===== src/rfw_regs.svh =====
// register map, field positions, reset values and counts of the window decode
`ifndef RFW_REGS_SVH
`define RFW_REGS_SVH

// register byte addresses on the processor bus
`define RFW_ADDR_WIN_A     32'hFEF80050
`define RFW_ADDR_WIN_B     32'hFEF80058
`define RFW_WORD_LSB       2

// field positions, bus bit 0 is the msb of the 32-bit word
`define RFW_BASE_HI        31
`define RFW_BASE_LO        20
`define RFW_WIDTH_BIT      19
`define RFW_SIZ_HI         18
`define RFW_SIZ_LO         16
`define RFW_VEC_BIT        2
`define RFW_EN_BIT         1
`define RFW_WE_BIT         0

// reset values
`define RFW_BASE_RST_A     12'hFF0
`define RFW_BASE_RST_B     12'hFF4
`define RFW_SIZ_RST        3'h0
`define RFW_SIZ_RSVD       3'h7

// address space constants
`define RFW_VEC_PAGE       12'hFFF
`define RFW_MB_BITS        20
`define RFW_PAGE_ZERO      6'h00

// transfer sizes accepted for writes
`define RFW_BYTES_ONE      6'h01
`define RFW_BYTES_FOUR     6'h04
`define RFW_ALIGN_ZERO     2'h0

// edges after release before the straps are caught: three flops fill,
// then the agreement stage needs one more edge to pass the level on
`define RFW_STRAP_SETTLE   4

`endif


===== src/rfw_pkg.sv =====
// types shared by the flash window decode files
package rfw_pkg;

    // one processor bus request, valid for a single cycle
    typedef struct packed {
        logic        valid;
        logic        write;
        logic [31:0] addr;
        logic [5:0]  nbytes;
        logic [31:0] wdata;
    } rfw_req_t;

    // software-visible settings of one flash block
    typedef struct packed {
        logic [11:0] base;
        logic [2:0]  siz;
        logic        vec;
        logic        en;
        logic        we;
    } rfw_win_t;

    // strobe towards the flash data path
    typedef struct packed {
        logic        sel_a;
        logic        sel_b;
        logic        write;
        logic [25:0] offset;
    } rfw_mem_t;

    // strap capture sequence
    typedef enum logic [1:0] {
        RFW_SETTLE = 2'b01,
        RFW_DONE   = 2'b10
    } rfw_strap_state_t;

endpackage : rfw_pkg


===== src/rfw_sync3.sv =====
// three-stage synchroniser that passes a change once stages two and three agree
module rfw_sync3 #(
    parameter int W = 4
) (
    input  wire logic         sys_clk,  // bus clock
    input  wire logic         rst_n,    // power-up reset, active low
    input  wire logic [W-1:0] pin_in,   // raw asynchronous pins
    output logic      [W-1:0] sync_out  // filtered, synchronised value
);

    logic [W-1:0] stage1;
    logic [W-1:0] stage2;
    logic [W-1:0] stage3;
    logic [W-1:0] next_sync_out;

    if (W < 1) begin : g_chk
        $error("rfw_sync3: W must be at least 1");
    end

    // stage one is read only by stage two
    always_comb begin
        next_sync_out = sync_out;
        for (int i = 0; i < W; i++) begin
            if (stage2[i] == stage3[i]) begin
                next_sync_out[i] = stage3[i];
            end
        end
    end

    // capture chain
    always_ff @(posedge sys_clk or negedge rst_n) begin
        if (!rst_n) begin
            stage1   <= '0;
            stage2   <= '0;
            stage3   <= '0;
            sync_out <= '0;
        end else begin
            stage1   <= pin_in;
            stage2   <= stage1;
            stage3   <= stage2;
            sync_out <= next_sync_out;
        end
    end

endmodule : rfw_sync3


===== src/rfw_window.sv =====
// address match of one flash block: programmed window and top-megabyte alias
`include "rfw_regs.svh"
module rfw_window (
    input  wire rfw_pkg::rfw_win_t cfg,       // block settings
    input  wire logic              vec_own,   // block serves the top page
    input  wire logic [31:0]       addr,      // processor address
    output logic                   win_hit,   // programmed window matches
    output logic                   vec_hit,   // top-page alias matches
    output logic [25:0]            offset     // byte offset inside block
);

    logic [11:0] base_mask;
    logic [25:0] ofs_mask;
    logic [11:0] page;

    // larger sizes drop low base bits, keeping windows size-aligned
    always_comb begin
        page      = addr[`RFW_BASE_HI:`RFW_BASE_LO];
        base_mask = ~(12'((12'h001 << cfg.siz) - 12'h001));
        ofs_mask  = 26'((64'h1 << (`RFW_MB_BITS + 32'(cfg.siz))) - 64'h1);
        // reserved size code matches no programmed window; the top-page alias still matches
        win_hit   = cfg.en && (cfg.siz != `RFW_SIZ_RSVD) &&
                    (((page ^ cfg.base) & base_mask) == 12'h000);
        vec_hit   = vec_own && (page == `RFW_VEC_PAGE);
        if (vec_hit) begin
            offset = {`RFW_PAGE_ZERO, addr[`RFW_MB_BITS-1:0]};
        end else begin
            offset = addr[25:0] & ofs_mask;
        end
    end

endmodule : rfw_window


===== src/rfw_decode.sv =====
// flash block a/b window registers, decode and write acceptance
`include "rfw_regs.svh"
//
// How it works
// - each base's twelve bits compare with address bits 0 to 11
// - larger sizes ignore low base bits so windows align to size
// - power-up or local reset sets base a to FF0, b to FF4
// - size codes 0 to 6 mean 1 to 64 MB, code 7 reserved
// - width flags come from straps at power-up, software cannot change
// - flag clear means 16-bit block, set means 64-bit block
// - top megabyte: none, a when only a selected, b whenever b selected
// - selected block's first megabyte also answers in the top megabyte
// - vector select bits load from straps at power-up
// - programmed window answers only while its access enable is set
// - memory writes happen only while the write enable is set
// - 16-bit blocks accept byte writes, 64-bit blocks aligned words
// - every other write size or alignment gets no response
// - valid write with write enable clear ends normally, no change
module rfw_decode (
    input  wire logic              sys_clk,        // bus clock, 40 MHz
    input  wire logic              rst_n,          // power-up reset
    input  wire logic              lbr_n,          // local bus reset, sync
    input  wire logic              strap_vector_a, // vector select a strap
    input  wire logic              strap_vector_b, // vector select b strap
    input  wire logic              strap_width_a,  // width a strap
    input  wire logic              strap_width_b,  // width b strap
    input  wire rfw_pkg::rfw_req_t bus_req,        // processor request
    output logic                   rsp_ack,        // normal termination
    output logic [31:0]            rsp_rdata,      // register read data
    output rfw_pkg::rfw_mem_t      mem_cmd,        // flash access strobe
    output logic                   straps_ready    // straps have been caught
);

    localparam int STRAP_SETTLE = `RFW_STRAP_SETTLE;

    if (STRAP_SETTLE < 1 || STRAP_SETTLE > 7) begin : g_chk
        $error("rfw_decode: strap settle count must be 1 to 7");
    end

    // register image of one block, reserved bits forced to zero
    function automatic logic [31:0] reg_image(
        input rfw_pkg::rfw_win_t w,
        input logic              wide
    );
        logic [31:0] img;
        img = 32'h0000_0000;
        img[`RFW_BASE_HI:`RFW_BASE_LO] = w.base;
        img[`RFW_WIDTH_BIT]            = wide;
        img[`RFW_SIZ_HI:`RFW_SIZ_LO]   = w.siz;
        img[`RFW_VEC_BIT]              = w.vec;
        img[`RFW_EN_BIT]               = w.en;
        img[`RFW_WE_BIT]               = w.we;
        return img;
    endfunction : reg_image

    // write size acceptable for the block's data width
    function automatic logic write_ok(
        input logic        wide,
        input logic [5:0]  nbytes,
        input logic [31:0] addr
    );
        logic ok;
        ok = 1'b0;
        if (!wide) begin
            ok = (nbytes == `RFW_BYTES_ONE);
        end else begin
            ok = (nbytes == `RFW_BYTES_FOUR) &&
                 (addr[1:0] == `RFW_ALIGN_ZERO);
        end
        return ok;
    endfunction : write_ok

    // word address match of a register
    function automatic logic reg_match(
        input logic [31:0] addr,
        input logic [31:0] reg_addr
    );
        return addr[31:`RFW_WORD_LSB] == reg_addr[31:`RFW_WORD_LSB];
    endfunction : reg_match

    logic [3:0] strap_sync;

    // straps are pins, so they pass the three-stage filter first
    rfw_sync3 #(
        .W (4)
    ) u_strap_sync (
        .sys_clk  (sys_clk),
        .rst_n    (rst_n),
        .pin_in   ({strap_width_b, strap_width_a,
                    strap_vector_b, strap_vector_a}),
        .sync_out (strap_sync)
    );

    // ---- strap capture after power-up release
    rfw_pkg::rfw_strap_state_t strap_state;
    rfw_pkg::rfw_strap_state_t next_strap_state;
    logic [2:0]                settle_cnt;
    logic [2:0]                next_settle_cnt;
    logic                      width_a;
    logic                      width_b;
    logic                      next_width_a;
    logic                      next_width_b;
    logic                      next_straps_ready;
    logic                      strap_load;

    // wait for the filter to fill, then catch the straps exactly once
    always_comb begin
        next_strap_state  = strap_state;
        next_settle_cnt   = settle_cnt;
        next_width_a      = width_a;
        next_width_b      = width_b;
        next_straps_ready = straps_ready;
        strap_load        = 1'b0;
        case (strap_state)
            rfw_pkg::RFW_SETTLE: begin
                if (settle_cnt == 3'(STRAP_SETTLE)) begin
                    strap_load        = 1'b1;
                    next_width_a      = strap_sync[2];
                    next_width_b      = strap_sync[3];
                    next_straps_ready = 1'b1;
                    next_strap_state  = rfw_pkg::RFW_DONE;
                end else begin
                    next_settle_cnt = 3'(settle_cnt + 3'h1);
                end
            end
            rfw_pkg::RFW_DONE: begin
                next_strap_state = rfw_pkg::RFW_DONE;
            end
            default: begin
                next_strap_state = rfw_pkg::RFW_SETTLE;
            end
        endcase
    end

    // only power-up reset restarts the capture; local reset leaves it
    always_ff @(posedge sys_clk or negedge rst_n) begin
        if (!rst_n) begin
            strap_state  <= rfw_pkg::RFW_SETTLE;
            settle_cnt   <= 3'h0;
            width_a      <= 1'b0;
            width_b      <= 1'b0;
            straps_ready <= 1'b0;
        end else begin
            strap_state  <= next_strap_state;
            settle_cnt   <= next_settle_cnt;
            width_a      <= next_width_a;
            width_b      <= next_width_b;
            straps_ready <= next_straps_ready;
        end
    end

    // ---- address decode of the current request
    rfw_pkg::rfw_win_t win_a;
    rfw_pkg::rfw_win_t win_b;
    logic              vec_own_a;
    logic              vec_own_b;
    logic              win_hit_a;
    logic              win_hit_b;
    logic              vec_hit_a;
    logic              vec_hit_b;
    logic [25:0]       ofs_a;
    logic [25:0]       ofs_b;

    // b wins the top page whenever it is selected
    assign vec_own_b = win_b.vec;
    assign vec_own_a = win_a.vec && !win_b.vec;

    rfw_window u_win_a (
        .cfg     (win_a),
        .vec_own (vec_own_a),
        .addr    (bus_req.addr),
        .win_hit (win_hit_a),
        .vec_hit (vec_hit_a),
        .offset  (ofs_a)
    );

    rfw_window u_win_b (
        .cfg     (win_b),
        .vec_own (vec_own_b),
        .addr    (bus_req.addr),
        .win_hit (win_hit_b),
        .vec_hit (vec_hit_b),
        .offset  (ofs_b)
    );

    logic reg_a;
    logic reg_b;
    logic reg_wr_ok;
    logic hit_a;
    logic hit_b;

    // register space takes priority over any flash window
    always_comb begin
        reg_a     = reg_match(bus_req.addr, `RFW_ADDR_WIN_A);
        reg_b     = reg_match(bus_req.addr, `RFW_ADDR_WIN_B);
        reg_wr_ok = (bus_req.nbytes == `RFW_BYTES_FOUR) &&
                    (bus_req.addr[1:0] == `RFW_ALIGN_ZERO);
        hit_a     = !reg_a && !reg_b && (win_hit_a || vec_hit_a);
        hit_b     = !reg_a && !reg_b && !hit_a && (win_hit_b || vec_hit_b);
    end

    // ---- base/size registers
    rfw_pkg::rfw_win_t next_win_a;
    rfw_pkg::rfw_win_t next_win_b;

    // software writes, local reset and the one-time strap load
    always_comb begin
        next_win_a = win_a;
        next_win_b = win_b;
        if (bus_req.valid && bus_req.write && reg_wr_ok) begin
            // width flag and reserved bits are not writable
            if (reg_a) begin
                next_win_a.base = bus_req.wdata[`RFW_BASE_HI:`RFW_BASE_LO];
                next_win_a.siz  = bus_req.wdata[`RFW_SIZ_HI:`RFW_SIZ_LO];
                next_win_a.vec  = bus_req.wdata[`RFW_VEC_BIT];
                next_win_a.en   = bus_req.wdata[`RFW_EN_BIT];
                next_win_a.we   = bus_req.wdata[`RFW_WE_BIT];
            end
            if (reg_b) begin
                next_win_b.base = bus_req.wdata[`RFW_BASE_HI:`RFW_BASE_LO];
                next_win_b.siz  = bus_req.wdata[`RFW_SIZ_HI:`RFW_SIZ_LO];
                next_win_b.vec  = bus_req.wdata[`RFW_VEC_BIT];
                next_win_b.en   = bus_req.wdata[`RFW_EN_BIT];
                next_win_b.we   = bus_req.wdata[`RFW_WE_BIT];
            end
        end
        // strap load beats a software write in the same cycle
        if (strap_load) begin
            next_win_a.vec = strap_sync[0];
            next_win_b.vec = strap_sync[1];
        end
        // local reset keeps the vector selects, returns base, size and enables to reset values
        if (!lbr_n) begin
            next_win_a.base = `RFW_BASE_RST_A;
            next_win_b.base = `RFW_BASE_RST_B;
            next_win_a.siz  = `RFW_SIZ_RST;
            next_win_b.siz  = `RFW_SIZ_RST;
            next_win_a.en   = 1'b0;
            next_win_b.en   = 1'b0;
            next_win_a.we   = 1'b0;
            next_win_b.we   = 1'b0;
        end
    end

    // register storage
    always_ff @(posedge sys_clk or negedge rst_n) begin
        if (!rst_n) begin
            win_a <= '{base: `RFW_BASE_RST_A, siz: `RFW_SIZ_RST,
                       vec: 1'b0, en: 1'b0, we: 1'b0};
            win_b <= '{base: `RFW_BASE_RST_B, siz: `RFW_SIZ_RST,
                       vec: 1'b0, en: 1'b0, we: 1'b0};
        end else begin
            win_a <= next_win_a;
            win_b <= next_win_b;
        end
    end

    // ---- response and flash strobe, one cycle after the request
    logic              next_rsp_ack;
    logic [31:0]       next_rsp_rdata;
    rfw_pkg::rfw_mem_t next_mem_cmd;
    logic              wr_ok_a;
    logic              wr_ok_b;

    // silence on a refused write lets the bus time the cycle out
    always_comb begin
        next_rsp_ack   = 1'b0;
        next_rsp_rdata = 32'h0000_0000;
        next_mem_cmd   = '0;
        wr_ok_a = write_ok(width_a, bus_req.nbytes, bus_req.addr);
        wr_ok_b = write_ok(width_b, bus_req.nbytes, bus_req.addr);
        if (bus_req.valid) begin
            if (reg_a || reg_b) begin
                // registers answer reads of any size, word writes only
                next_rsp_ack = !bus_req.write || reg_wr_ok;
                if (!bus_req.write) begin
                    next_rsp_rdata = reg_a ? reg_image(win_a, width_a)
                                           : reg_image(win_b, width_b);
                end
            end else if (!bus_req.write) begin
                next_rsp_ack       = hit_a || hit_b;
                next_mem_cmd.sel_a = hit_a;
                next_mem_cmd.sel_b = hit_b;
            end else if (hit_a && wr_ok_a) begin
                next_rsp_ack       = 1'b1;
                next_mem_cmd.sel_a = win_a.we;
                next_mem_cmd.write = win_a.we;
            end else if (hit_b && wr_ok_b) begin
                next_rsp_ack       = 1'b1;
                next_mem_cmd.sel_b = win_b.we;
                next_mem_cmd.write = win_b.we;
            end
            if (next_mem_cmd.sel_a) begin
                next_mem_cmd.offset = ofs_a;
            end else if (next_mem_cmd.sel_b) begin
                next_mem_cmd.offset = ofs_b;
            end
        end
    end

    // registered outputs
    always_ff @(posedge sys_clk or negedge rst_n) begin
        if (!rst_n) begin
            rsp_ack   <= 1'b0;
            rsp_rdata <= 32'h0000_0000;
            mem_cmd   <= '0;
        end else begin
            rsp_ack   <= next_rsp_ack;
            rsp_rdata <= next_rsp_rdata;
            mem_cmd   <= next_mem_cmd;
        end
    end

endmodule : rfw_decode


===== config.mk =====
export PLATFORM = sky130hd
export DESIGN_NAME = rfw_decode
export DESIGN_NICKNAME = d
export VERILOG_FILES = /design/src/rfw_pkg.sv /design/src/rfw_sync3.sv /design/src/rfw_window.sv /design/src/rfw_decode.sv
export VERILOG_INCLUDE_DIRS = /design/src
export SDC_FILE = /design/constraint.sdc
export NUM_CORES = 1
export LEC_CHECK = 0
export BUFFER_PORTS_ARGS = -buffer_cell sky130_fd_sc_hd__buf_4
export CAP_MARGIN = 20
export CELL_PAD_IN_SITES_DETAIL_PLACEMENT = 1
export CELL_PAD_IN_SITES_GLOBAL_PLACEMENT = 1
export CORE_MARGIN = 5
export CORE_UTILIZATION = 44
export DETAILED_ROUTE_END_ITERATION = 6
export PLACE_DENSITY_LB_ADDON = 0.1
export SLEW_MARGIN = 20
export SYNTH_ARGS = -nofsm -noshare
export SYNTH_HDL_FRONTEND = slang
export SYNTH_HIERARCHICAL = 1
export SYNTH_SLANG_ARGS = --single-unit

===== constraint.sdc =====
create_clock -name sys_clk -period 4.2 [get_ports sys_clk]
set_input_delay 0.63 -clock sys_clk [delete_from_list [all_inputs] [get_ports sys_clk]]
set_output_delay 0.63 -clock sys_clk [all_outputs]
set_load 0.01 [all_outputs]

# Word level (Yosys, flattened, before mapping)
# Index checks and enable logic that the tools add are counted.
word_totals:
  inputBits: 79
  out_inout_bits: 63
  ff_bits: 122
classes:
  n_bitwise: 9
  mux: 38
  shifts: 4
  addsub: 7
  reduce_logical: 38
  n_eq_ne: 18
op_table:
  columns: ["op", "count"]
  rows:
  - ["32-bit 2-to-1 mux", 4]
  - ["26-bit 2-to-1 mux", 4]
  - ["18-bit 2-to-1 mux", 4]
  - ["1-bit by 32-bit << shifter with 26-bit output (first input constant)", 2]
  - ["30-bit equality test (second input constant)", 2]
  - ["26-bit bitwise AND", 2]
  - ["26-bit by 1-bit subtractor with 26-bit output (second input constant)", 2]
  - ["15-bit 2-to-1 mux", 2]
  - ["29-bit 2-to-1 mux", 1]
  - ["12-bit bitwise AND", 2]
  - ["12-bit logical NOT", 2]
  - ["12-bit NOT", 2]
  - ["1-bit by 3-bit << shifter with 12-bit output (first input constant)", 2]
  - ["12-bit by 1-bit subtractor with 12-bit output (second input constant)", 2]
  - ["12-bit bitwise XOR", 2]
  - ["1-bit logical AND", 16]
  - ["1-bit 2-to-1 mux", 15]
  - ["5-bit by 3-bit adder with 6-bit output (first input constant)", 2]
  - ["12-bit equality test (second input constant)", 1]
  - ["2-bit AND reduction", 6]
  - ["2-bit 2-to-1 mux", 5]
  - ["6-bit by 1-bit equality test with 1-bit output (second input constant)", 1]
  - ["6-bit by 3-bit equality test with 1-bit output (second input constant)", 1]
  - ["3-bit 2-to-1 mux", 2]
  - ["14 further kinds", 30]

# Depth between registers and ports, before layout
# Gate-level depths: netlist of the first run.
depth:
  word_depth: 20
  depth_mapped: 10
  depth_no_buf: 9

# Modules after synthesis
# Netlist of the first run, hierarchy kept.
modules_own_cells:
  columns: ["module", "n_inst", "cells_each", "area_per_inst_um2"]
  rows:
  - ["rfw_decode", 1, 351, 4085.2]
  - ["rfw_window", 2, 61, 427.9]
  - ["rfw_sync3", 1, 20, 445.4]

# Worst setup path before layout of the first run
# OpenSTA, ideal clock, no wires.
synth_path:
  path_type: "in2reg"
  start: "input bus_req[56] (netlist name)"
  end: "register win_b, in the netlist vec_own_b"
  path_slack_ns: 1.618
  arrival_time_ns: 2.445
  path_stages: 8
  required_time_ns: 4.062
  setup_time_ns: 0.138
  cell_sequence: "nand4bb_1 or4_1 buf_2 or4_1 buf_2 buf_2 nand3_1 o221ai_1"
synth_via:
  elab_chain_cells: 3
synth_rtl:
  columns: ["element", "line_no", "text"]
  rows:
  - ["from (decl)", "rfw_decode.sv:27", "input wire rfw_pkg::rfw_req_t bus_req,"]
  - ["30-bit equality test", "rfw_decode.sv:78", "return addr[31:`RFW_WORD_LSB] == reg_addr[31:`RFW_WORD_LSB];"]
  - ["2-bit nonzero test (no line)", null, null]
  - ["2-bit AND reduction (no line)", null, null]
  - ["to (signal assigned)", "rfw_decode.sv:250", "win_b <= '{base: `RFW_BASE_RST_B, siz: `RFW_SIZ_RST,"]
  - ["to (signal assigned)", "rfw_decode.sv:254", "win_b <= next_win_b;"]
  - ["to (decl)", "rfw_decode.sv:154", "rfw_pkg::rfw_win_t win_b;"]
# No other way between the ends.
# A chain may end at the register's enable or synchronous reset.

==> insert_results.sql, run 1 <==
INSERT INTO impl_metrics (metric_group, metric, value, unit) VALUES
('global_routing', 'gr-max-usage-layer', 'met2', ''),
('floorplan', 'ports_placed_on_the_boundary', '142', ''),
('routing', 'vias_per_cell', '5.486', ''),
('sta', 'slew_headroom', '0.3032', ''),
('sta', 'timing.final.crit_share', '0.6989', ''),
('floorplan', 'fp.dieArea', '14550', 'sq um'),
('routing', 'initial_drc_count', '182', ''),
('job', 'max_cap_viol_count', '0', ''),
('synth', 'synth-warning-count', '6', ''),
('clock_network', 'clock_path_buffers', '2', ''),
('global_routing', 'grt.met3_usage', '0.03742', ''),
('clock_network', 'clk-insertion-delay-late', '0.34', 'ns'),
('placement', 'placed_cells', '697', ''),
('global_routing', 'global_route.usage.total', '0.1979', ''),
('routing', 'drt_pass1_iterations', '4', ''),
('routing', 'drc_violation_count_after_routing', '0', ''),
('floorplan', 'floorplan.die.height', '120.6', 'um'),
('final_layout', 'antennaDiodeCount', '0', ''),
('clock_network', 'clock-sinks', '109', ''),
('floorplan', 'die_w', '120.6', 'um'),
('global_routing', 'antenna_violations_before_repair', '0', ''),
('synth', 'number_of_synthesized_flops_with_an_enable_pin', '0', ''),
('worst_setup_path', 'worstSetupStartpointType', 'flip-flop', ''),
('final_layout', 'final_cell_count_no_fill', '712', ''),
('global_routing', 'use_met1', '0.2720', ''),
('global_routing', 'overflow', '0', ''),
('sta', 'timing.clock.skew', '0.003648', 'ns'),
('routing', 'postRouteAntennaNets', '0', ''),
('sta', 'unrepaired_setup_endpoints_after_global_routing', 'false', ''),
('synth', 'postSynth.asyncResetShare', '1.000', ''),
('final_layout', 'syn_to_final_growth', '18.10', '%'),
('sta', 'finalWorstPathRequiredPeriod', '2.935', 'ns'),
('routing', 'wire_per_inst', '19.92', 'um'),
('synth', 'seq_area_frac_synth', '0.5106', ''),
('worst_setup_path', 'cp_data_required_time', '4.48', 'ns'),
('global_routing', 'grt_util_met2', '0.3175', ''),
('placement', 'portBuffers', '114', ''),
('final_layout', 'layout.cells.most_common_list', '122 x sky130_fd_sc_hd__buf_4, 91 x sky130_fd_sc_hd__dfrtp_1, 40 x sky130_fd_sc_hd__nand3_1', ''),
('synth', 'yosys.area.top_type_share', '0.4228', ''),
('placement', 'gp_congestion', '0.8151', ''),
('floorplan', 'core_outline_area', '12010', 'sq um'),
('routing', 'totalWireLength', '14180', 'um'),
('hold_path', 'worst_hold_path_type', 'in -> async', ''),
('final_layout', 'layout-drive-gt1-share', '0.3009', ''),
('floorplan', 'rows', '40', ''),
('clock_network', 'post_cts_buffers', '0', ''),
('final_layout', 'design.final.nets', '643', ''),
('global_routing', 'grt_pass1_vias', '4106', ''),
('status', 'outcome', 'completed', ''),
('synth', 'synth.distinct_cells', '51', ''),
('synth', 'syn-cell-area', '5386', 'sq um'),
('worst_setup_path', 'path_class', 'reg -> reg', ''),
('clock_network', 'cts_resized', '0', ''),
('pwr', 'power_per_cell_area', '332.8', 'nW/um^2'),
('clock_network', 'cts_hold_repair.buffers', '0', ''),
('final_layout', 'layout.cells.most_common', 'sky130_fd_sc_hd__buf_4', ''),
('clock_network', 'htree_levels', '3', ''),
('sta', 'hold_ws', '0.3055', 'ns'),
('floorplan', 'starting_density_of_the_core', '0.4484', ''),
('clock_network', 'root_buffer', 'sky130_fd_sc_hd__clkbuf_16', ''),
('sta', 'hold_viol', '0', ''),
('sta', 'fmaxAchievable', '340.7', 'MHz'),
('global_routing', 'wire_length_of_the_first_global_routing_pass', '22480', 'um'),
('sta', 'setup_tns', '0', 'ns'),
('worst_setup_path', 'critical_path.max_fanout', '17', ''),
('worst_setup_path', 'critical_path_arrival', '3.22', 'ns'),
('sta', 'worst-slew-pin-transition', '1.037', 'ns'),
('pwr', 'vdd_ir_drop_max', '0.0002219', 'V'),
('clock_network', 'worst_setup_hold_path_clk_slew', '0.07', 'ns'),
('synth', 'synth_ff_type', 'sky130_fd_sc_hd__dfrtp_1', ''),
('synth', 'postSynthRegisterBits', '109', '');
-- worst max-delay path, stage by stage (launching register included) --
cell and delay (ns):
sky130_fd_sc_hd__dfstp_2 0.57, sky130_fd_sc_hd__xnor2_1 0.13, sky130_fd_sc_hd__nand4_1 0.13, sky130_fd_sc_hd__or3_1 0.36
sky130_fd_sc_hd__nor4_1 0.37, sky130_fd_sc_hd__o21ai_0 0.24, sky130_fd_sc_hd__a211oi_4 0.57, sky130_fd_sc_hd__buf_4 0.33
sky130_fd_sc_hd__a22o_1 0.18
-- routing by layer --
| metal | routed length [um] | vias up |
|---|---|---|
| li1 | - | 1791 |
| met5 | 0 | - |
| met3 | 594 | 17 |
| met2 | 6923 | 97 |
| met1 | 6475 | 2001 |
| met4 | 190 | 0 |
-- final timing paths --
kind | start | end | slack [ns] | depth (start not counted)
max in group asynchronous | rst_n | win_b[17] | 2.96 | 2
min | rst_n | mem_cmd[14] | 0.31 | 1
min reg2reg | u_strap_sync/stage1[2] | u_strap_sync/stage2[2] | 0.35 | 0
max reg2reg | win_b[13] | mem_cmd[7] | 1.26 | 8
max | win_b[13] | mem_cmd[7] | 1.26 | 8
min in group sys_clk | u_strap_sync/stage1[2] | u_strap_sync/stage2[2] | 0.35 | 0
-- sequential cells by signal (all words and copies together) (netlist names), 2 cells and up --
signal	cells
mem_cmd	29
rsp_rdata	19
u_strap_sync/stage3	4
win_b	17
strap_state	2
u_strap_sync/sync_out	4
settle_cnt	3
win_a	18
u_strap_sync/stage2	4
u_strap_sync/stage1	4
-- power breakdown --
part | switching [mW] | leakage [nW] | internal (mW)
registers | 0.00893 | 1.40 | 1.06
logic | 0.0869 | 1.49 | 0.0661
clock network | 0.371 | 0.150 | 0.520
-- per-stage QoR --
step,power [mW],worst slack [ns],area (sq um),utilization
after global routing,2.198,1.112,6361,0.5296
after detailed placement,1.247,0.9624,6055,0.5041
final,2.117,1.265,6361,0.5296
after floorplan,1.172,1.618,5431,-
after global placement,1.242,0.9769,6055,0.5041
after CTS,2.144,1.255,6361,0.5296
-- layout make-up --
type	count	area [sq um]
clock buffer	11	232.7
clock inverter	4	73.82
fill	1311	5650
inverter	7	26.28
multi-input combinational	312	2178
sequential	109	2750
tap	147	183.9
timing repair buffer	122	915.9
-- logic make-up (layout without fill, tap and decap cells) --
| logic type | after synthesis | in the layout | synth area share |
|---|---|---|---|
| other cells | 1 | 13 | 0.0006962 |
| buf+inv | 84 | 144 | 0.09710 |
| flops | 109 | 109 | 0.5106 |
| mux | 41 | 41 | 0.07712 |
| compound gates | 61 | 61 | 0.08920 |
| fa+ha+maj | 7 | 7 | 0.01533 |
| simple gates | 165 | 165 | 0.1693 |
| xor+xnor | 25 | 25 | 0.04065 |
-- synth_stat cells (3+ instances only) --
library cell	instances
sky130_fd_sc_hd__dfstp_2	18
sky130_fd_sc_hd__nor3_1	3
sky130_fd_sc_hd__buf_2	11
sky130_fd_sc_hd__a21oi_1	6
sky130_fd_sc_hd__nor4_1	7
sky130_fd_sc_hd__a31oi_1	3
sky130_fd_sc_hd__maj3_2	4
sky130_fd_sc_hd__nor2_1	29
sky130_fd_sc_hd__or3_1	3
sky130_fd_sc_hd__mux2_2	4
sky130_fd_sc_hd__or4_1	4
sky130_fd_sc_hd__nand4_1	9
sky130_fd_sc_hd__a22o_1	26
sky130_fd_sc_hd__nor3b_1	7
sky130_fd_sc_hd__o21ai_0	4
sky130_fd_sc_hd__nor4_4	3
sky130_fd_sc_hd__a21boi_0	8
sky130_fd_sc_hd__xnor2_1	21
sky130_fd_sc_hd__dfrtp_1	91
sky130_fd_sc_hd__mux2i_1	37
sky130_fd_sc_hd__inv_1	7
sky130_fd_sc_hd__nand2b_1	3
sky130_fd_sc_hd__nand3_1	40
sky130_fd_sc_hd__nor2b_1	13
sky130_fd_sc_hd__nand2_1	31
sky130_fd_sc_hd__buf_4	46
sky130_fd_sc_hd__ha_1	3
sky130_fd_sc_hd__clkbuf_1	16
sky130_fd_sc_hd__xor2_1	4
No activity file was read; power rests on OpenSTA's default activity.
==> inputs of run 2 (changes only) <==
--- a/config.mk
+++ b/config.mk
@@ -6,12 +6,13 @@
 export SDC_FILE = /design/constraint.sdc
 export NUM_CORES = 1
 export LEC_CHECK = 0
+export ABC_AREA = 1
 export BUFFER_PORTS_ARGS = -buffer_cell sky130_fd_sc_hd__buf_4
 export CAP_MARGIN = 20
 export CELL_PAD_IN_SITES_DETAIL_PLACEMENT = 1
 export CELL_PAD_IN_SITES_GLOBAL_PLACEMENT = 1
 export CORE_MARGIN = 5
-export CORE_UTILIZATION = 44
+export CORE_UTILIZATION = 36
 export DETAILED_ROUTE_END_ITERATION = 6
 export PLACE_DENSITY_LB_ADDON = 0.1
 export SLEW_MARGIN = 20
==> constraint.sdc (replaced) <==
create_clock -name sys_clk -period 2.6 [get_ports sys_clk]
set_input_delay 0.39 -clock sys_clk [delete_from_list [all_inputs] [get_ports sys_clk]]
set_output_delay 0.39 -clock sys_clk [all_outputs]
set_load 0.01 [all_outputs]
==> run 2 against run 1 <==
  * Cell count rose by 45%
  * Sequential cell count did not move
  * Global-route usage fell by 2.1 points
  * Worst setup slack got worse by 1.1 ns
  * Critical path type unchanged
  * Largest power group unchanged
  * Highest routed layer unchanged
==> insert_results.sql, run 2 <==
INSERT INTO impl_metrics (metric_group, metric, value, unit) VALUES
('worst_setup_path', 'critical_path_arrival', '2.66', 'ns'),
('sta', 'timing.final.ws_setup', '0.2141', 'ns'),
('final_layout', 'layout.cells.most_common_list', '183 x sky130_fd_sc_hd__nand2_1, 125 x sky130_fd_sc_hd__buf_4, 90 x sky130_fd_sc_hd__dfrtp_1', ''),
('clock_network', 'cts_tree', 'done', ''),
('clock_network', 'clock_path_buffers', '2', ''),
('sta', 'timing.clock.skew', '0.009984', 'ns'),
('pwr', 'p_sw_frac', '0.2806', ''),
('synth', 'synth_top_cells_by_area', 'sky130_fd_sc_hd__dfrtp_1 38%, sky130_fd_sc_hd__nand2_1 12%, sky130_fd_sc_hd__dfstp_2 7.9%', ''),
('pwr', 'total_chip_power', '3.671', 'mW'),
('floorplan', 'floorplan.die.height', '138.7', 'um'),
('sta', 'setup_tns', '0', 'ns'),
('routing', 'drt_pass1_iterations', '4', ''),
('synth', 'postSynthRegisterBits', '109', ''),
('synth', 'synth.top_cells.by_count', '183 x sky130_fd_sc_hd__nand2_1, 91 x sky130_fd_sc_hd__dfrtp_1, 74 x sky130_fd_sc_hd__nand3_1, 74 x sky130_fd_sc_hd__nor2_1, 62 x sky130_fd_sc_hd__inv_1', ''),
('pwr', 'power_per_cell_area', '524.7', 'nW/um^2'),
('placement', 'placed_cells', '1018', ''),
('hold_path', 'worst_hold_path_type', 'in -> async', ''),
('synth', 'synth_top_area_cell', 'sky130_fd_sc_hd__dfrtp_1', ''),
('floorplan', 'die_w', '138.7', 'um'),
('worst_setup_path', 'critical_path.endpoint_type', 'flip-flop', ''),
('routing', 'totalWireLength', '16640', 'um'),
('job', 'max_cap_viol_count', '0', ''),
('final_layout', 'num-fill-cells', '1971', ''),
('clock_network', 'root_buffer', 'sky130_fd_sc_hd__clkbuf_16', ''),
('clock_network', 'htree_levels', '3', ''),
('routing', 'initial_drc_count', '184', ''),
('clock_network', 'cts_hold_repair.buffers', '0', ''),
('sta', 'fmaxAchievable', '419.1', 'MHz'),
('clock_network', 'tritoncts.num_buffers', '9', ''),
('sta', 'timing.final.crit_share', '0.9177', ''),
('worst_setup_path', 'cp-startpoint', 'win_a[14]', ''),
('synth', 'yosys.cell_count.top_type', 'sky130_fd_sc_hd__nand2_1', ''),
('floorplan', 'core_outline_area', '16410', 'sq um'),
('final_layout', 'layout-drive-gt1-share', '0.2604', ''),
('pwr', 'power.internal', '2.641', 'mW'),
('worst_setup_path', 'ff2ff_path_depth', '13', ''),
('final_layout', 'largest_reg_flops', '29', ''),
('floorplan', 'rows', '47', ''),
('sta', 'max_slew_violation_count', '0', ''),
('synth', 'synth_ff_type', 'sky130_fd_sc_hd__dfrtp_1', ''),
('final_layout', 'antennaDiodeCount', '0', ''),
('worst_setup_path', 'critical_path.max_fanout', '27', ''),
('sta', 'hold_viol', '0', ''),
('final_layout', 'reg_top3', 'mem_cmd x29, rsp_rdata x19, win_a x18', ''),
('clock_network', 'cts_resized', '1', ''),
('pwr', 'comb_power_share', '0.127', ''),
('worst_setup_path', 'regToRegEndpoint', 'mem_cmd[2]', ''),
('placement', 'gp_congestion', '0.8001', ''),
('pwr', 'leakage', '3.506', 'nW'),
('synth', 'seq_area_frac_synth', '0.4616', ''),
('worst_setup_path', 'reg2reg_setup_slack', '0.21', 'ns'),
('clock_network', 'post_cts_buffers', '0', ''),
('pwr', 'seq_power_share', '0.506', ''),
('global_routing', 'wire_length_of_the_first_global_routing_pass', '27970', 'um'),
('clock_network', 'worst_setup_hold_path_clk_slew', '0.08', 'ns'),
('sta', 'hold_ws', '0.06317', 'ns'),
('synth', 'synth-warning-count', '6', ''),
('synth', 'postSynth.asyncResetShare', '1.000', ''),
('pwr', 'power_switching', '1.030', 'mW'),
('global_routing', 'antenna_violations_before_repair', '0', ''),
('clock_network', 'clock-sinks', '109', ''),
('routing', 'postRouteAntennaNets', '0', ''),
('worst_setup_path', 'worstSetupStartpointType', 'flip-flop', ''),
('final_layout', 'registers.top_by_ff_count', 'mem_cmd', ''),
('synth', 'syn-cell-area', '5958', 'sq um'),
('pwr', 'p_clk_frac', '0.367', ''),
('synth', 'synth_area_per_cell', '8.095', 'sq um'),
('floorplan', 'fp.dieArea', '19220', 'sq um'),
('routing', 'wire_per_inst', '16.09', 'um'),
('placement', 'portBuffers', '114', ''),
('routing', 'vias_per_cell', '4.854', ''),
('floorplan', 'ports_placed_on_the_boundary', '142', ''),
('sta', 'worst-slew-pin-transition', '0.7557', 'ns'),
('sta', 'finalWorstPathRequiredPeriod', '2.386', 'ns'),
('sta', 'unrepaired_setup_endpoints_after_global_routing', 'false', ''),
('floorplan', 'starting_density_of_the_core', '0.3632', ''),
('pwr', 'vdd_ir_drop_max', '0.0003011', 'V'),
('final_layout', 'final_cell_count_no_fill', '1034', ''),
('placement', 'place_ws', '0.002158', 'ns'),
('synth', 'netlist_instances', '736', ''),
('synth', 'number_of_synthesized_flops_with_an_enable_pin', '0', ''),
('worst_setup_path', 'cp_data_required_time', '2.87', 'ns'),
('sta', 'slew_headroom', '0.4957', ''),
('worst_setup_path', 'crit-reg2reg-launch', 'win_a[14]', ''),
('placement', 'place.detailed.hpwl', '12340', 'um'),
('worst_setup_path', 'path_class', 'reg -> reg', ''),
('sta', 'finalSetupViolCount', '0', ''),
('synth', 'synth.distinct_cells', '45', ''),
('clock_network', 'clk-insertion-delay-late', '0.36', 'ns'),
('global_routing', 'overflow', '0', ''),
('final_layout', 'design.final.nets', '891', ''),
('global_routing', 'grt_pass1_vias', '5503', ''),
('final_layout', 'layout.cells.most_common', 'sky130_fd_sc_hd__nand2_1', ''),
('global_routing', 'grt_max_degree', '51', ''),
('synth', 'yosys.area.top_type_share', '0.3822', ''),
('global_routing', 'global_route.usage.total', '0.1767', ''),
('routing', 'vias', '5019', ''),
('routing', 'drc_violation_count_after_routing', '0', ''),
('final_layout', 'syn_to_final_growth', '17.43', '%'),
('status', 'outcome', 'completed', '');
-- run 2: worst max path at each step --
| stage | end | slack [ns] | cells after the start |
|---|---|---|---|
| after floorplan | mem_cmd[10] | 0.48 | 14 |
| after global placement | mem_cmd[0] | 0.21 | 13 |
| after detailed placement | mem_cmd[4] | 0.002 | 13 |
| after CTS | mem_cmd[4] | 0.07 | 13 |
| after global routing | mem_cmd[3] | 0.01 | 13 |
| final | mem_cmd[2] | 0.21 | 13 |
-- run 2: routing by layer --
| layer | share of wire | global-route usage | up-vias |
|---|---|---|---|
| met4 | 0.020 | 0.05561 | 0 |
| li1 | - | - | 2433 |
| met3 | 0.029 | 0.02793 | 24 |
| met5 | 0 | 0 | - |
| met1 | 0.45 | 0.2261 | 2475 |
| met2 | 0.50 | 0.3076 | 87 |
-- run 2: worst max-delay path, stage by stage (launching register included) --
cell	delay, ns
sky130_fd_sc_hd__dfstp_2	0.55
sky130_fd_sc_hd__inv_1	0.05
sky130_fd_sc_hd__or2_2	0.26
sky130_fd_sc_hd__nand3_1	0.11
sky130_fd_sc_hd__nor2_1	0.05
sky130_fd_sc_hd__nand2_1	0.06
sky130_fd_sc_hd__nor2_1	0.03
sky130_fd_sc_hd__nor2_1	0.16
sky130_fd_sc_hd__inv_2	0.12
sky130_fd_sc_hd__nor2_4	0.14
sky130_fd_sc_hd__nand3_1	0.15
sky130_fd_sc_hd__a21oi_4	0.24
sky130_fd_sc_hd__nand2_8	0.16
sky130_fd_sc_hd__o21ai_0	0.22
-- run 2: final cells by class --
class	count	area [sq um]	share of cell area
clock inverters	7	57.56	0.008226
flip-flops and latches	109	2751	0.3932
multi-input cells	498	2485	0.3551
repair buffers	126	958.4	0.1370
clock buffers	9	225.2	0.03219
inverters	65	244.0	0.03487
well taps	220	275.3	0.03934
-- run 2: kinds of logic after synthesis --
group                    after synthesis  share of synthesized area
AND/OR/NAND/NOR                      373                     0.2892
buffers and inverters                141                     0.1338
flip-flops                           109                     0.4616
AO/OA/AOI/OAI                        103                    0.09975
XOR/XNOR                               6                   0.008820
adder cells (fa/ha/maj)                3                   0.006301
other                                  1                  0.0006294
-- run 2: power by group through the flow --
stage | Clock, mW | Combinational [mW] | Sequential (mW)
global route | 1.45 | 0.534 | 1.87
global placement | 0 | 0.452 | 1.89
floorplan | 0 | 0.300 | 1.87
CTS | 1.39 | 0.473 | 1.86
detailed placement | 0 | 0.470 | 1.89
finish | 1.35 | 0.466 | 1.86
-- run 2: per-stage QoR --
| stage | instance area, sq um | utilization |
|---|---|---|
| floorplan | 6003 | - |
| global placement | 6684 | 0.4074 |
| detailed placement | 6684 | 0.4074 |
| CTS | 6969 | 0.4248 |
| global route | 6997 | 0.4264 |
| finish | 6997 | 0.4264 |
==> inputs of run 3 (changes only) <==
--- a/config.mk
+++ b/config.mk
@@ -6,13 +6,13 @@
 export SDC_FILE = /design/constraint.sdc
 export NUM_CORES = 1
 export LEC_CHECK = 0
-export ABC_AREA = 1
 export BUFFER_PORTS_ARGS = -buffer_cell sky130_fd_sc_hd__buf_4
 export CAP_MARGIN = 20
 export CELL_PAD_IN_SITES_DETAIL_PLACEMENT = 1
 export CELL_PAD_IN_SITES_GLOBAL_PLACEMENT = 1
 export CORE_MARGIN = 5
-export CORE_UTILIZATION = 36
+export CORE_UTILIZATION = 38
+export CTS_BUF_LIST = sky130_fd_sc_hd__clkbuf_8
 export DETAILED_ROUTE_END_ITERATION = 6
 export PLACE_DENSITY_LB_ADDON = 0.1
 export SLEW_MARGIN = 20
==> run 3 against run 2 <==
  * Cell count down 25%
  * First-iteration DRC count down 26%
  * Die area down 13%
  * Utilization up 5.0 points
  * Critical endpoint is now rsp_ack
  * Via count down 21%
  * Critical path type unchanged
  * Highest routed layer unchanged
  * Hold slack worse by 0.063 ns
  * Sequential power down 7%
  * Total power down 15%
  * Register-to-register slack worse by 0.05 ns
==> insert_results.sql, run 3 (synthesis results as in run 1) <==
INSERT INTO impl_metrics (metric_group, metric, value, unit) VALUES
('worst_setup_path', 'slowest_delay', '0.58', 'ns'),
('floorplan', 'starting_density_of_the_core', '0.3880', ''),
('global_routing', 'antenna_violations_before_repair', '0', ''),
('final_layout', 'reg_top3', 'mem_cmd x29, rsp_rdata x19, win_a x18', ''),
('pwr', 'power.internal', '2.309', 'mW'),
('final_layout', 'registers.top_by_ff_count', 'mem_cmd', ''),
('pwr', 'power_switching', '0.8085', 'mW'),
('sta', 'worst-slew-pin-transition', '0.6426', 'ns'),
('clock_network', 'clk-insertion-delay-late', '0.39', 'ns'),
('sta', 'max_slew_violation_count', '0', ''),
('pwr', 'total_chip_power', '3.118', 'mW'),
('worst_setup_path', 'path_class', 'reg -> reg', ''),
('pwr', 'comb_power_share', '0.084', ''),
('worst_setup_path', 'critical_path.endpoint_type', 'flip-flop', ''),
('sta', 'finalSetupViolCount', '0', ''),
('final_layout', 'layout.cells.most_common_list', '142 x sky130_fd_sc_hd__buf_4, 91 x sky130_fd_sc_hd__dfrtp_1, 40 x sky130_fd_sc_hd__nand3_1', ''),
('floorplan', 'die_w', '129.1', 'um'),
('placement', 'place.detailed.hpwl', '10750', 'um'),
('final_layout', 'stdcell_area', '6619', 'sq um'),
('global_routing', 'overflow', '0', ''),
('clock_network', 'cts_tree', 'done', ''),
('pwr', 'vdd_ir_drop_max', '0.0002641', 'V'),
('worst_setup_path', 'cp_data_required_time', '2.90', 'ns'),
('sta', 'timing.clock.skew', '0.01411', 'ns'),
('placement', 'gp_congestion', '0.8800', ''),
('status', 'outcome', 'completed', ''),
('worst_setup_path', 'regToRegEndpoint', 'rsp_ack', ''),
('routing', 'totalWireLength', '14450', 'um'),
('placement', 'place_ws', '-0.07052', 'ns'),
('clock_network', 'root_buffer', 'sky130_fd_sc_hd__clkbuf_8', ''),
('clock_network', 'htree_levels', '3', ''),
('routing', 'drc_violation_count_after_routing', '0', ''),
('clock_network', 'clock-sinks', '109', ''),
('global_routing', 'grt_pass1_vias', '4267', ''),
('pwr', 'p_sw_frac', '0.2593', ''),
('routing', 'wire_per_inst', '18.69', 'um'),
('final_layout', 'antennaDiodeCount', '0', ''),
('routing', 'vias_per_cell', '5.107', ''),
('final_layout', 'layout.cells.most_common', 'sky130_fd_sc_hd__buf_4', ''),
('job', 'max_cap_viol_count', '0', ''),
('worst_setup_path', 'crit_path_top_cell_by_count', 'sky130_fd_sc_hd__nor2_1', ''),
('worst_setup_path', 'crit-reg2reg-launch', 'win_a[13]', ''),
('clock_network', 'tritoncts.num_buffers', '9', ''),
('pwr', 'seq_power_share', '0.555', ''),
('routing', 'postRouteAntennaNets', '0', ''),
('sta', 'timing.final.ws_setup', '0.1621', 'ns'),
('sta', 'hold_ws', '0.0005622', 'ns'),
('routing', 'initial_drc_count', '136', ''),
('clock_network', 'clock_path_buffers', '2', ''),
('sta', 'finalWorstPathRequiredPeriod', '2.438', 'ns'),
('pwr', 'p_clk_frac', '0.361', ''),
('sta', 'slew_headroom', '0.5716', ''),
('pwr', 'power_per_cell_area', '471.0', 'nW/um^2'),
('clock_network', 'post_cts_buffers', '0', ''),
('floorplan', 'core_outline_area', '13880', 'sq um'),
('floorplan', 'rows', '43', ''),
('worst_setup_path', 'cpMaxStageDelayCell', 'sky130_fd_sc_hd__dfstp_2', ''),
('hold_path', 'worst_hold_path_type', 'in -> async', ''),
('floorplan', 'floorplan.die.height', '129.1', 'um'),
('worst_setup_path', 'ff2ff_path_depth', '9', ''),
('worst_setup_path', 'critical_path.max_fanout', '3', ''),
('worst_setup_path', 'critical_path_arrival', '2.73', 'ns'),
('floorplan', 'fp.dieArea', '16660', 'sq um'),
('floorplan', 'ports_placed_on_the_boundary', '142', ''),
('global_routing', 'grt_max_degree', '48', ''),
('worst_setup_path', 'worstSetupStartpointType', 'flip-flop', ''),
('final_layout', 'layout-drive-gt1-share', '0.3491', ''),
('final_layout', 'largest_reg_flops', '29', ''),
('final_layout', 'syn_to_final_growth', '22.88', '%'),
('sta', 'hold_viol', '0', ''),
('clock_network', 'worst_setup_hold_path_clk_slew', '0.11', 'ns'),
('pwr', 'leakage', '3.150', 'nW'),
('worst_setup_path', 'reg2reg_setup_slack', '0.16', 'ns'),
('global_routing', 'wire_length_of_the_first_global_routing_pass', '23130', 'um'),
('placement', 'portBuffers', '114', ''),
('sta', 'fmaxAchievable', '410.2', 'MHz'),
('placement', 'dpl-instance-area', '6361', 'sq um'),
('routing', 'vias', '3948', ''),
('routing', 'drt_pass1_iterations', '4', ''),
('global_routing', 'global_route.usage.total', '0.1789', ''),
('sta', 'unrepaired_setup_endpoints_after_global_routing', 'false', ''),
('sta', 'timing.final.crit_share', '0.9377', ''),
('final_layout', 'design.final.nets', '670', ''),
('worst_setup_path', 'path_cells', 'xnor2_1 -> nand4_1 -> or3_1 -> nor4_2 -> nor2_1 -> buf_4 -> nor3_2 -> nor2_1 -> a311oi_2', '');
==> run 3: power groups by stage <==
stage               Combinational [mW]  Clock (mW)  Sequential (mW)
global placement                 0.258           0             1.76
floorplan                        0.133           0             1.76
detailed placement               0.263           0             1.76
global route                     0.290        1.25             1.74
finish                           0.262        1.12             1.73
CTS                              0.263        1.17             1.73
==> run 3: through the flow <==
step / setup TNS (ns) / cells / utilization
after detailed placement: -1.081 / 757 / 0.4583
after global placement: 0 / 757 / 0.4583
after floorplan: 0 / 505 / -
final: 0 / 773 / 0.4768
after CTS: 0 / 773 / 0.4735
after global routing: 0 / 773 / 0.4768
==> run 3: worst max-delay path: cells and delay by family (launching register included) <==
family,cells,cell delay (ns)
and+or+nand+nor,6,1.17
DFF,1,0.58
AOI/OAI and AO/OA,1,0.28
buffers and inverters,1,0.18
xor gates and xnor gates,1,0.13
==> run 3: how the worst max path moves through the flow <==
stage / depth (start not counted) / to / start
final: 9 / rsp_ack / win_a[13]
after global routing: 9 / mem_cmd[17] / win_a[13]
after CTS: 8 / mem_cmd[17] / win_b[14]
after detailed placement: 9 / mem_cmd[15] / bus_req[58]
after global placement: 9 / mem_cmd[11] / bus_req[58]
after floorplan: 8 / mem_cmd[10] / win_b[17]
==> run 3: layout make-up <==
type	count	area [sq um]
clock buffer	9	123.9
fill	1517	7262
tap	180	225.2
inverter	7	26.28
clock inverter	7	87.58
sequential	109	2750
timing repair buffer	149	1189
multi-input combinational	312	2217
==> run 3: repair_timing <==
| action | 4_1_cts | 5_1_grt |
|---|---|---|
| resized for setup | 1 | 9 |
| hold buffers | 0 | 0 |
| endpoints found under the setup margin | 18 | 28 |
| pin swaps | 0 | 1 |
==> run 3: routing by layer <==
| layer | wire length (um) | vias to the layer above | share of wire | global-route usage |
|---|---|---|---|---|
| li1 | - | 1853 | - | - |
| met1 | 6579 | 1989 | 0.46 | 0.2496 |
| met2 | 6936 | 92 | 0.48 | 0.2823 |
| met3 | 732 | 14 | 0.051 | 0.03875 |
| met4 | 202 | 0 | 0.014 | 0.05127 |
| met5 | 0 | - | 0 | 0 |
